`src/swc_pkg.sv`:
```
// Overview of operation
// metallic inputs get high current for 20 ms
// timer disabled keeps current while switch closed
// re-enabled timer limits high current again
// metallic bit picks 16 mA or 2 mA
// analog code selects one of 22 inputs
// analog mux switches only at frame end
// analog input reads zero in status frame
// analog bias: high-z, 2 mA or 16 mA
// reset leaves every current source tri-stated
// programmable inputs source or sink by mode
// battery mode, tri-state off: sink to ground
// ground mode sources, battery mode sinks
// tri-stated input keeps comparator, low reads one
// ground input: tri-state off turns source on
// per-input mask gates interrupt flag
// controller programs inputs in normal mode
// frame: thermal, interrupt, programmable, ground bits
// over-temperature forces every source to 2 mA
// closure restarts timer, expiry drops high current
// staged settings applied together at frame end
`default_nettype none
package swc_pkg;
    localparam int NUM_IN = 22;
    localparam int NUM_SG = 14;
    localparam int NUM_SP = 8;
    // ************************************************************
    // register offsets
    // ************************************************************
    localparam logic [7:0] OFF_SP_MODE = 8'h00;
    localparam logic [7:0] OFF_METAL = 8'h04;
    localparam logic [7:0] OFF_TIMER_EN = 8'h08;
    localparam logic [7:0] OFF_TRISTATE = 8'h0C;
    localparam logic [7:0] OFF_WAKE_MASK = 8'h10;
    localparam logic [7:0] OFF_ANALOG = 8'h14;
    localparam logic [7:0] OFF_COMMIT = 8'h18;
    localparam logic [7:0] OFF_STATUS = 8'h1C;
    localparam logic [2:0] HSIZE_WORD = 3'h2;
    // ************************************************************
    // reset values
    // ************************************************************
    localparam logic [7:0] RST_SP_MODE = 8'h00;
    localparam logic [21:0] RST_METAL = 22'h3FFFFF;
    localparam logic [21:0] RST_TIMER_EN = 22'h3FFFFF;
    localparam logic [21:0] RST_TRISTATE = 22'h3FFFFF;
    localparam logic [21:0] RST_WAKE_MASK = 22'h3FFFFF;
    localparam logic [4:0] RST_ANALOG = 5'h00;
    // ************************************************************
    // timing
    // ************************************************************
    localparam longint unsigned CLK_HZ = 125_000_000;
    localparam longint unsigned WET_TIME_MS = 20;
    localparam longint unsigned WET_CYC = CLK_HZ * WET_TIME_MS / 1000;
    // ************************************************************
    // carriers
    // ************************************************************
    typedef struct packed {
        logic [7:0] gnd;
        logic [21:0] met;
        logic [21:0] ten;
        logic [21:0] tri_st;
        logic [21:0] msk;
        logic [4:0] ana;
    } swc_cfg_t;
    typedef struct packed {
        logic [21:0] src;
        logic [21:0] sink;
        logic [21:0] hi;
    } swc_drive_t;
endpackage
`default_nettype wire

```
`src/swc_ctrl.sv`:
```
`timescale 1ns/1ps
`default_nettype none
module swc_ctrl #(
    parameter int unsigned WET_CYCLES = int'(swc_pkg::WET_CYC),
    parameter int CW = 22
) (
    input wire logic hclk,
    input wire logic hresetn,
    input wire logic hsel,
    input wire logic [31:0] haddr,
    input wire logic [1:0] htrans,
    input wire logic hwrite,
    input wire logic [2:0] hsize,
    input wire logic hready,
    input wire logic [31:0] hwdata,
    output logic [31:0] hrdata,
    output logic hreadyout,
    output logic hresp,
    input wire logic [21:0] sw_level,
    input wire logic over_temp,
    output swc_pkg::swc_drive_t drive,
    output logic [4:0] analog_mux_sel,
    output logic analog_mux_en
);
    typedef struct packed {
        swc_pkg::swc_cfg_t stg;
        swc_pkg::swc_cfg_t act;
        swc_pkg::swc_drive_t drv;
        logic [21:0][CW-1:0] cnt;
        logic [21:0] prev;
        logic therm;
        logic intf;
        logic ap_wr;
        logic [7:0] ap_addr;
        logic [31:0] rdata;
        logic rdy;
        logic [4:0] mux_sel;
        logic mux_en;
    } swc_state_t;

    swc_state_t s;
    swc_state_t next_s;
    logic [21:0] closed;
    logic [21:0] ana_m;
    logic [21:0] nz_v;
    logic [23:0] stat;
    logic addr_ok;
    logic hi_page;
    logic commit;

    // ************************************************************
    // input sensing and status frame
    // ************************************************************
    // comparator stays live whatever the bias; low on a ground input
    // means closed
    assign closed[13:0] = ~sw_level[13:0];
    assign closed[21:14] = sw_level[21:14] ^ s.act.gnd;
    assign ana_m = s.mux_en ? (22'h1 << s.mux_sel) : 22'h0;
    // thermal, interrupt, programmable 7..0, ground 13..0
    assign stat = {s.therm, s.intf, closed & ~ana_m};
    assign addr_ok = hsel & hready & htrans[1] & (hsize == swc_pkg::HSIZE_WORD);
    assign hi_page = haddr[31:8] != 24'h0;
    // frame end: staged settings become active together
    assign commit = s.ap_wr & (s.ap_addr == swc_pkg::OFF_COMMIT);

    // timer still running, one bit per input
    genvar g;
    generate
        for (g = 0; g < 22; g++) begin : g_nz
            assign nz_v[g] = s.cnt[g] != '0;
        end
    endgenerate

    // ************************************************************
    // next state
    // ************************************************************
    always_comb begin
        next_s = s;
        next_s.rdy = 1'b1;
        // bus address phase
        next_s.ap_wr = addr_ok & hwrite & ~hi_page;
        next_s.ap_addr = haddr[7:0];
        if (addr_ok && !hwrite) begin
            case (hi_page ? 8'hFF : haddr[7:0])
                swc_pkg::OFF_SP_MODE: next_s.rdata = {24'h0, s.stg.gnd};
                swc_pkg::OFF_METAL: next_s.rdata = {10'h0, s.stg.met};
                swc_pkg::OFF_TIMER_EN: next_s.rdata = {10'h0, s.stg.ten};
                swc_pkg::OFF_TRISTATE: next_s.rdata = {10'h0, s.stg.tri_st};
                swc_pkg::OFF_WAKE_MASK: next_s.rdata = {10'h0, s.stg.msk};
                swc_pkg::OFF_ANALOG: next_s.rdata = {27'h0, s.stg.ana};
                swc_pkg::OFF_STATUS: next_s.rdata = {8'h0, stat};
                default: next_s.rdata = 32'h0;
            endcase
        end
        // bus data phase: writes land in the staging copy
        if (s.ap_wr) begin
            case (s.ap_addr)
                swc_pkg::OFF_SP_MODE: next_s.stg.gnd = hwdata[7:0];
                swc_pkg::OFF_METAL: next_s.stg.met = hwdata[21:0];
                swc_pkg::OFF_TIMER_EN: next_s.stg.ten = hwdata[21:0];
                swc_pkg::OFF_TRISTATE: next_s.stg.tri_st = hwdata[21:0];
                swc_pkg::OFF_WAKE_MASK: next_s.stg.msk = hwdata[21:0];
                swc_pkg::OFF_ANALOG: next_s.stg.ana = hwdata[4:0];
                default: next_s.stg = s.stg;
            endcase
        end
        if (commit) begin
            next_s.act = s.stg;
            // code 1..22 picks input code-1, anything else none
            next_s.mux_en = (s.stg.ana != 5'h0) && (s.stg.ana <= 5'd22);
            next_s.mux_sel = s.stg.ana - 5'h1;
        end
        // thermal flag drops at frame end only once cooled
        next_s.therm = over_temp | (s.therm & ~commit);
        // masked change of state sets the flag; set beats read clear
        if (addr_ok && !hwrite && !hi_page && haddr[7:0] == swc_pkg::OFF_STATUS) begin
            next_s.intf = 1'b0;
        end
        if (|((closed ^ s.prev) & s.act.msk) || over_temp) begin
            next_s.intf = 1'b1;
        end
        next_s.prev = closed;
        // per-input timer and current source drive
        for (int i = 0; i < 22; i++) begin
            if (closed[i] && !s.prev[i]) begin
                next_s.cnt[i] = CW'(WET_CYCLES);
            end else if (nz_v[i]) begin
                next_s.cnt[i] = s.cnt[i] - CW'(1);
            end
            if (ana_m[i]) begin
                // analog bias: high-z, or pull-up at either level
                next_s.drv.src[i] = ~s.act.tri_st[i];
                next_s.drv.sink[i] = 1'b0;
                next_s.drv.hi[i] = s.act.met[i] & ~s.act.tri_st[i] & ~over_temp;
            end else begin
                if (i >= 14) begin
                    next_s.drv.src[i] = ~s.act.tri_st[i] & s.act.gnd[i-14];
                    next_s.drv.sink[i] = ~s.act.tri_st[i] & ~s.act.gnd[i-14];
                end else begin
                    next_s.drv.src[i] = ~s.act.tri_st[i];
                    next_s.drv.sink[i] = 1'b0;
                end
                // timed window, or whole closure with timer off
                next_s.drv.hi[i] = s.act.met[i] & ~s.act.tri_st[i] & ~over_temp
                    & closed[i] & (nz_v[i] | ~s.act.ten[i]);
            end
        end
    end

    // ************************************************************
    // state register
    // ************************************************************
    always_ff @(posedge hclk or negedge hresetn) begin
        if (!hresetn) begin
            // every source starts tri-stated, loads off
            s <= '0;
            s.stg <= '{swc_pkg::RST_SP_MODE, swc_pkg::RST_METAL,
                swc_pkg::RST_TIMER_EN, swc_pkg::RST_TRISTATE,
                swc_pkg::RST_WAKE_MASK, swc_pkg::RST_ANALOG};
            s.act <= '{swc_pkg::RST_SP_MODE, swc_pkg::RST_METAL,
                swc_pkg::RST_TIMER_EN, swc_pkg::RST_TRISTATE,
                swc_pkg::RST_WAKE_MASK, swc_pkg::RST_ANALOG};
        end else begin
            s <= next_s;
        end
    end

    // outputs straight from flops, except hresp, which is tied low
    assign hrdata = s.rdata;
    assign hreadyout = s.rdy;
    assign hresp = 1'b0;
    assign drive = s.drv;
    assign analog_mux_sel = s.mux_sel;
    assign analog_mux_en = s.mux_en;
endmodule
`default_nettype wire

```
`config.mk`:
```
export PLATFORM = sky130hd
export DESIGN_NAME = swc_ctrl
export DESIGN_NICKNAME = d
export VERILOG_FILES = /design/src/swc_pkg.sv /design/src/swc_ctrl.sv
export SDC_FILE = /design/constraint.sdc
export NUM_CORES = 1
export LEC_CHECK = 0
export BUFFER_PORTS_ARGS = -buffer_cell sky130_fd_sc_hd__buf_2
export CAP_MARGIN = 20
export CORE_MARGIN = 3
export CORE_UTILIZATION = 40
export DETAILED_ROUTE_END_ITERATION = 10
export PLACE_DENSITY_LB_ADDON = 0.15
export REMOVE_ABC_BUFFERS = 1
export SLEW_MARGIN = 10
export SYNTH_ARGS = -nofsm -noshare
export SYNTH_HDL_FRONTEND = slang
export SYNTH_SLANG_ARGS = --single-unit
```
`constraint.sdc`:
```
create_clock -name hclk -period 2.8 [get_ports hclk]
set_input_delay 0.14 -clock hclk [delete_from_list [all_inputs] [get_ports hclk]]
set_output_delay 0.14 -clock hclk [all_outputs]
set_load 0.02 [all_outputs]
```
Yosys cells after proc, flatten, opt, wreduce, memory -nomap -nowiden --
Cells that the tools add are included.
Storage, ports and cells: memories 0, bits in writable memories 0, output and inout bits 106, latch bits 0, input port bits 97, ROM bits 0, register bits after elaboration 805, logic and storage cells 473
Operators by class: reduce and logical (&&, ||, !) cells 107, equal/unequal tests 14, divide/modulo/power cells 0, multipliers 0, shifts and indexed selects 1, $lt $le $gt $ge 1, mux-type cells 87, bitwise logic cells 195, add/sub/neg operators 23
Operators with widths (count):
- $mux 22 | 45
- $reduce_bool 22->1 | 22
- $sub 22x1->22 const B | 22
- $pmux 24 s7 | 1
- $and 1x1->1 | 111
- $eq 8x5->1 const B | 7
- $not 1->1 | 55
- $reduce_bool 2->1 | 23
- $and 22x22->22 | 2
- $mux 1 | 40
- $eq 8x4->1 const B | 4
- $logic_and 1x1->1 | 26
- $logic_not 1->1 | 24
- $reduce_bool 24->1 | 1
- $or 1x1->1 | 23
- $not 22->22 | 1
- $reduce_or 22->1 | 1
- $shl 1x5->22 const A | 1
- $xor 22x22->22 | 1
- $eq 8x3->1 const B | 2
- $logic_not 8->1 | 2
- $not 14->14 | 1
- $reduce_and 2->1 | 6
- $mux 8 | 1
- other kinds (6) | 6

Logic depth before layout (Yosys ltp) --
Gate-level depths: netlist of the first run.
depth in word-level cells 8, mapped depth 9, depth with buffers taken out 7

Worst setup path after synthesis of the first run --
No wires, ideal clock.
kind register to register, start register s[160] in the netlist's numbering, end register s[170] in the netlist's numbering, data required time 2.669 ns, arrival 2.288 ns, cell stages (with the launch flop) 10, path slack 0.381 ns, path buffers 2, period minus slack after synthesis 2.419 ns, library setup time 0.131 ns, cell sequence dfrtp_1 inv_1 ha_1 or3b_1 buf_2 nor4_2 and3_1 buf_2 nor4_1 or3_1
Between the ends: longest elaborated chain between the ends 3, elaborated cells between the ends (all ways) 5, classes of those cells add/sub: 1; mux: 2; reduce/logical: 2
RTL lines:
- start, declared | line swc_ctrl.sv:41 | swc_state_t s;
- start signal, assigned | line swc_ctrl.sv:164 | s <= next_s;
- $sub 22x1->22 | line swc_ctrl.sv:128 | next_s.cnt[i] = s.cnt[i] - CW'(1);
- $mux 22 | line swc_ctrl.sv:127 | end else if (nz_v[i]) begin
- $mux 22 | line swc_ctrl.sv:125 | if (closed[i] && !s.prev[i]) begin
Several ways; a longest one is shown, not always the timed one. The select of a mux whose other input is x is not followed. A chain may end at the register's enable or synchronous reset.

Final worst setup path of the first run --
start register s[468] in the netlist's numbering, end register s[473] in the netlist's numbering
The elaborated chain is that of the path after synthesis.

==> flow_summary_export.csv, run 1 <==
group,metric,value,unit
run_status,status,"completed",
global_route,grt_pass1_wl,163.6,mm
cts,clock_path_buffers,3,
floorplanning,coreArea,99140,sq um
cts,cts_root_buf,"clkbuf_16",
floorplanning,rows,115,
power_and_ir_drop,total_power,0.03086,W
yosys,synthCells,3889,
placement,portBuffers,168,
yosys,synth_area,40340,sq um
yosys,async_reset_ff_share,100.0,%
route,routedWlPerCell,18.54,um
global_route,grt_util_all_layers,19.54,%
finish,syn2layout_area_growth,15.70,%
cts,cts_resized,0,
floorplanning,io_pins,203,
placement,place_hpwl,70.89,mm
placement,place_congestion,0.8265,
yosys,synth_top_area_share,38.52,%
setup_path,crit_type,"reg -> reg",
timing,finalClockSkew,0.02662,ns
yosys,ys_seq_area_share,49.98,%
global_route,grt_max_degree,86,
yosys,yosysUniqueCellTypes,91,
timing,clock.fmax,0.3929,GHz
floorplanning,die_width,323.6,um
run,maxCapViolations,0,
timing,finalSetupViolCount,0,
floorplanning,start_util,40.69,%
route,num_vias,29755,
global_route,grt_overflow,0,
setup_path,required,3.32,ns
cts,cts_hold_buffers,53,
setup_path,crit_path_max_fanout,7,
route,drtPass1Iterations,5,
finish,utilization,47.08,%
placement,dp.cells,5260,
cts,cts_tree,"built",
route,drtIter0Drc,1856,
cts,cts.sinks,797,
timing,post-route-period-util,90.90,%
yosys,synth_seq_cells,797,
setup_path,startpoint_type,"flop",
yosys,synth_largest_area_cell,"dfrtp_1",
route,viasPerCell,5.416,
finish,layout.cells.non_filler,5494,
cts,clk_pin_slew,0.06,ns
setup_path,cp.arrival,3.07,ns
timing,report.final.slew_viol_count,0,
power_and_ir_drop,pwr_density_cell,661.2,nW/um^2
timing,slew_headroom,33.71,%
power_and_ir_drop,ir_worst_vdd,0.0004035,V
yosys,yosysWarnings,0,
cts,clock_latency,0.66,ns
floorplanning,die_h,323.6,um
cts,post-cts-setup-buffers,0,
yosys,synthFlopType,"dfrtp_1",
hold_path,hp-class,"in -> reg",
cts,h-tree-depth,3,
global_route,antenna_found_initial,18,
route,routed_wl,101.8,mm
cts,cts_inserted_buffers,94,
yosys,syn_area_per_cell,10.37,sq um
floorplanning,die_area,104700,sq um
timing,tightestPinTransition,0.9943,ns
yosys,synth_top_cells_by_area,"dfrtp_1 (39%), dfstp_2 (11%), mux2_2 (6.2%), nor2_1 (3.9%), xnor2_1 (2.6%)",
timing,fin_crit,2.545,ns
finish,nNetsFinal,4265,
yosys,synth_edf_count,0,
timing,rsz0062_at_grt,"false",
setup_path,cp-end-kind,"flop",
finish,layout-drive-gt1-share,23.18,%
global_route,first_global_vias,28510,
timing,hold_viol_final,0,
route,final_antenna_net_count,0,
route,route.detailed.drc,0,
power_and_ir_drop,p_leak,18.67,nW
[power by group]
| group | internal, W | switching, W | total [W] |
|---|---|---|---|
| Combinational | 0.00194 | 0.00234 | 0.00428 |
| Sequential | 0.0126 | 0.00117 | 0.0138 |
| Clock | 0.00777 | 0.00503 | 0.0128 |
| Total | 0.0223 | 0.00854 | 0.0309 |
[sequential cells by signal, summed over array words and instances, names as in the netlist]
register / cells
analog_mux_en: 1
analog_mux_sel: 5
drive: 52
hrdata: 24
hreadyout: 1
s: 714
[per-stage QoR]
| stage | setup TNS (ns) | instance area, sq um | worst slack [ns] | hold WS (ns) |
|---|---|---|---|---|
| global route | 0 | 46670 | 0.06159 | 0.04818 |
| CTS | 0 | 46660 | 0.2524 | 0.004099 |
| finish | 0 | 46680 | 0.2548 | 0.07037 |
| floorplan | -82.54 | 39040 | -0.6918 | -0.1556 |
| global placement | 0 | 42870 | 0.2784 | 0.1550 |
| detailed placement | 0 | 42870 | 0.2625 | 0.1504 |
[cells in the final DEF (no fill, tap or decap), drive strengths merged, types with 29 or more instances in the layout]
cell	count
o211ai	39
nor4	144
clkbuf	137
dfrtp	621
or3	101
xor2	119
a211oi	35
mux2	224
nand2	156
buf	312
nor2	419
o21ai	150
or4	104
dfstp	176
inv	142
or2	31
nor3	162
or3b	29
nand4	29
dlygate4sd3	53
nand2b	93
ha	46
xnor2	120
mux2i	43
nand3	76
o31ai	37
a21oi	138
a31oi	36
nor2b	59
[layer usage]
layer | part of all wire, % | vias up | wire (um) | global-route usage [%]
met3 | 5.1 | 144 | 5228 | 3.862
li1 | - | 14434 | - | -
met1 | 48 | 14621 | 49170 | 28.69
met5 | 0.14 | - | 140 | 0
met2 | 44 | 534 | 44650 | 29.19
met4 | 2.6 | 22 | 2638 | 5.808
[path summary, 6_finish.rpt]
| check | from | to | slack [ns] | cells past startpoint |
|---|---|---|---|---|
| setup / recovery | s[468] | s[473] | 0.25 | 7 |
| hold / removal | haddr[19] | s[47] | 0.07 | 4 |
| setup reg to reg | s[468] | s[473] | 0.25 | 7 |
| hold reg to reg | s[654] | drive[49] | 0.45 | 1 |
| max in group asynchronous | hresetn | s[760] | 1.75 | 4 |
| min in group asynchronous | hresetn | s[355] | 0.08 | 2 |
[cell type report]
class,count,area [sq um]
clock buffer,137,2715
tap,1287,1610
sequential,797,20160
multi-input combinational,2724,18400
inverter,140,525.5
clock inverter,39,549.3
fill,9267,52460
timing repair buffer,365,2700
antenna,5,12.51
[cells in the mapped netlist, types with 100 or more instances]
| library cell | n |
|---|---|
| or4_1 | 100 |
| inv_1 | 140 |
| nor3_1 | 155 |
| xnor2_1 | 120 |
| mux2_2 | 222 |
| nor4_1 | 134 |
| dfstp_2 | 176 |
| o21ai_0 | 142 |
| xor2_1 | 119 |
| dfrtp_1 | 621 |
| clkbuf_1 | 106 |
| nor2_1 | 415 |
| buf_4 | 104 |
| nand2_1 | 156 |
| a21oi_1 | 138 |
[logic make-up after synthesis]
logic type                 share of synthesized area (%)
DFF                                                49.98
other                                            0.01862
and+or+nand+nor                                    20.95
adders and majority gates                          1.427
buffers and inverters                              4.730
AOI/OAI and AO/OA                                  10.10
muxes                                              7.599
xor gates and xnor gates                           5.189
[critical path, cell delays in order, from the launching register on]
cell	delay, ns
dfrtp_1	0.40
inv_1	0.11
ha_1	0.20
or3b_2	0.52
or4_4	0.59
nor2_8	0.18
nor4_1	0.07
or3_1	0.34
Note: power is estimated with default switching activity, not from simulation.
==> run 2, diff against run 1 <==
--- a/config.mk
+++ b/config.mk
@@ -5,6 +5,7 @@
 export SDC_FILE = /design/constraint.sdc
 export NUM_CORES = 1
 export LEC_CHECK = 0
+export ABC_AREA = 1
 export BUFFER_PORTS_ARGS = -buffer_cell sky130_fd_sc_hd__buf_2
 export CAP_MARGIN = 20
 export CORE_MARGIN = 3
==> flow_summary_export.csv, run 2 <==
group,metric,value,unit
placement,portBuffers,168,
cts,clock_path_buffers,3,
yosys,synth_mux_area_share,0.02409,%
hold_path,hp-class,"in -> reg",
floorplanning,die_h,328.3,um
cts,cts_inserted_buffers,93,
route,routedWlPerCell,15.79,um
setup_path,path_delay_family,"simple AND/OR/NAND/NOR gates",
power_and_ir_drop,p_switching,0.008915,W
placement,dp.cells,6793,
timing,hold_viol_final,0,
timing,report.final.slew_viol_count,0,
placement,place_hpwl,81.16,mm
yosys,synth_top_family_by_area,"simple AND/OR/NAND/NOR gates",
floorplanning,rows,117,
power_and_ir_drop,power.share.combinational,15.6,%
setup_path,cp.buffers_inverters,4,
power_and_ir_drop,p_clk_share,40.7,%
yosys,async_reset_ff_share,100.0,%
finish,nNetsFinal,5720,
setup_path,crit_path_max_fanout,7,
global_route,first_global_vias,33429,
yosys,synthFlopType,"dfrtp_1",
setup_path,rr_startpoint,"s[292]",
yosys,yosysMostFrequentCell,"nand2_1",
cts,clk_pin_slew,0.06,ns
timing,fin_tns_setup,0,ns
global_route,antenna_found_initial,10,
floorplanning,die_area,107800,sq um
timing,fin_crit,2.369,ns
floorplanning,coreArea,102500,sq um
yosys,syn_area_per_cell,7.744,sq um
timing,rsz0062_at_grt,"false",
power_and_ir_drop,pwr_density_cell,646.1,nW/um^2
yosys,synth_edf_count,0,
timing,clock.fmax,0.4221,GHz
timing,tightestPinTransition,0.9450,ns
cts,clock_latency,0.66,ns
yosys,synth_seq_cells,797,
floorplanning,io_pins,203,
power_and_ir_drop,seq_power_share,43.8,%
yosys,synthAdderAreaFrac,1.385,%
finish,layout-drive-gt1-share,11.41,%
route,drtPass1Iterations,5,
yosys,synthSimpleGateAreaFrac,25.86,%
yosys,synth_largest_area_cell,"dfrtp_1",
setup_path,critical-path-max-stage-delay,0.35,ns
finish,largest_register_ffs,714,
yosys,synthTopCellsByCount,"nand2_1 (950), inv_1 (870), nor2_1 (778)",
yosys,yosysWarnings,0,
timing,finalClockSkew,0.02530,ns
timing,finalSetupViolCount,0,
setup_path,cp-end-kind,"flop",
yosys,yosysUniqueCellTypes,52,
timing,slew_headroom,37.00,%
finish,layout.cells.non_filler,7031,
cts,cts_tree,"built",
run,maxCapViolations,0,
route,final_antenna_net_count,0,
power_and_ir_drop,intPower,0.02182,W
yosys,synthCells,5365,
finish,largest_register,"s",
power_and_ir_drop,total_power,0.03073,W
cts,cts_root_buf,"clkbuf_16",
setup_path,cp.arrival,2.90,ns
yosys,synth_top_cells_by_area,"dfrtp_1 (37%), dfstp_2 (11%), nand2_1 (8.6%), inv_1 (7.9%), nor2_1 (7.0%)",
setup_path,startpoint_type,"flop",
route,drtIter0Drc,2482,
route,route.detailed.drc,0,
yosys,synthXorXnorAreaFrac,3.226,%
global_route,grt_pass1_wl,180.2,mm
timing,post-route-period-util,84.60,%
global_route,grt_util_all_layers,20.70,%
floorplanning,die_width,328.3,um
yosys,synth_compound_area_share,10.17,%
yosys,synth_area,41540,sq um
power_and_ir_drop,ir_worst_vdd,0.0008258,V
global_route,grt_overflow,0,
floorplanning,start_util,40.54,%
cts,h-tree-depth,3,
setup_path,path_cells,"inv_1, ha_1, inv_1, nor2_1, nand2_1, nor2_1, nand3_1, nor2_4, inv_1, nand3_1, o21ai_0, a21oi_1, inv_1",
yosys,ys_seq_area_share,48.54,%
placement,place_congestion,0.9010,
setup_path,cp-startpoint,"s[292]",
power_and_ir_drop,switching_share,29.01,%
yosys,synth_top_area_share,37.41,%
setup_path,slowest_stage,"dfrtp_1",
route,viasPerCell,4.926,
cts,cts.sinks,797,
finish,syn2layout_area_growth,14.50,%
hold_path,hp-start,"hsize[0]",
run_status,status,"completed",
route,routed_wl,111.0,mm
route,num_vias,34634,
setup_path,crit_type,"reg -> reg",
setup_path,cpMostUsedCell,"inv_1",
power_and_ir_drop,p_leak,22.74,nW
setup_path,required,3.33,ns
finish,final_cell_mix,"nand2_1 (948), inv_1 (870), nor2_1 (778)",
finish,final_common_cell,"nand2_1",
global_route,grt_max_degree,91,
==> run 2: worst paths after layout <==
check                      slack, ns    endpoint  cells after the start
min                             0.15  hrdata[23]                      5
max                             0.43      s[299]                     13
max reg2reg                     0.43      s[299]                     13
min reg2reg                     0.47      s[703]                      2
min in group asynchronous       0.20      s[448]                      3
max in group asynchronous       1.91      s[757]                      4
==> run 2: power groups by stage <==
stage	clock [W]	combinational (W)	sequential, W
after floorplan	0	0.00348	0.0134
after global placement	0	0.00463	0.0136
after detailed placement	0	0.00471	0.0136
after CTS	0.0129	0.00482	0.0134
after global routing	0.0134	0.00561	0.0136
final	0.0125	0.00478	0.0135
==> run 2: logic make-up (layout without fill, tap and decap cells) <==
kind of cell | Yosys count | in the layout
xor+xnor | 153 | 153
flops | 797 | 797
fa+ha+maj | 46 | 46
compound gates | 791 | 791
other cells | 2 | 32
simple gates | 2494 | 2494
mux | 1 | 1
buf+inv | 1081 | 1349
==> run 2: stage by stage <==
step / cell area (sq um) / hold slack [ns] / worst slack, ns / util, %
detailed placement: 43790 / 0.08867 / 0.3987 / 42.73
global placement: 43790 / 0.08798 / 0.4943 / 42.73
floorplan: 40440 / -0.1556 / -2.077 / -
global route: 47560 / 0.1667 / 0.1055 / 46.41
finish: 47570 / 0.1527 / 0.4312 / 46.42
CTS: 47550 / 0.1071 / 0.3801 / 46.40
==> run 2: area by class of cell <==
class                           instances  area, sq um
Multi-Input combinational cell       3509        17000
Sequential cell                       797        20160
Antenna cell                            8        20.02
Tap cell                             1368         1712
Timing Repair Buffer                  298         2192
Clock buffer                          141         2811
Clock inverter                         32        371.6
Inverter                              878         3296
Fill cell                           10289        54900
==> run 2: timing repair <==
item / in CTS / in global routing
hold endpoints to repair: 499 / 0
hold buffers: 57 / 0
gates resized for setup: 0 / 0
buffers inserted: 0 / 0
==> run 2: worst min-delay path, cell delays in order <==
cell and delay [ns]:
buf_2 0.07, or3_1 0.24, nor2_1 0.12, nand3_1 0.11
o21ai_0 0.08
==> run 2: per-layer routing <==
layer / vias to the layer above / global-route usage (%) / routed length, um
met2: 625 / 32.15 / 48570
met4: 4 / 6.734 / 3634
li1: 17512 / - / -
met1: 16327 / 28.83 / 52840
met3: 166 / 4.435 / 5977
met5: - / 0 / 27
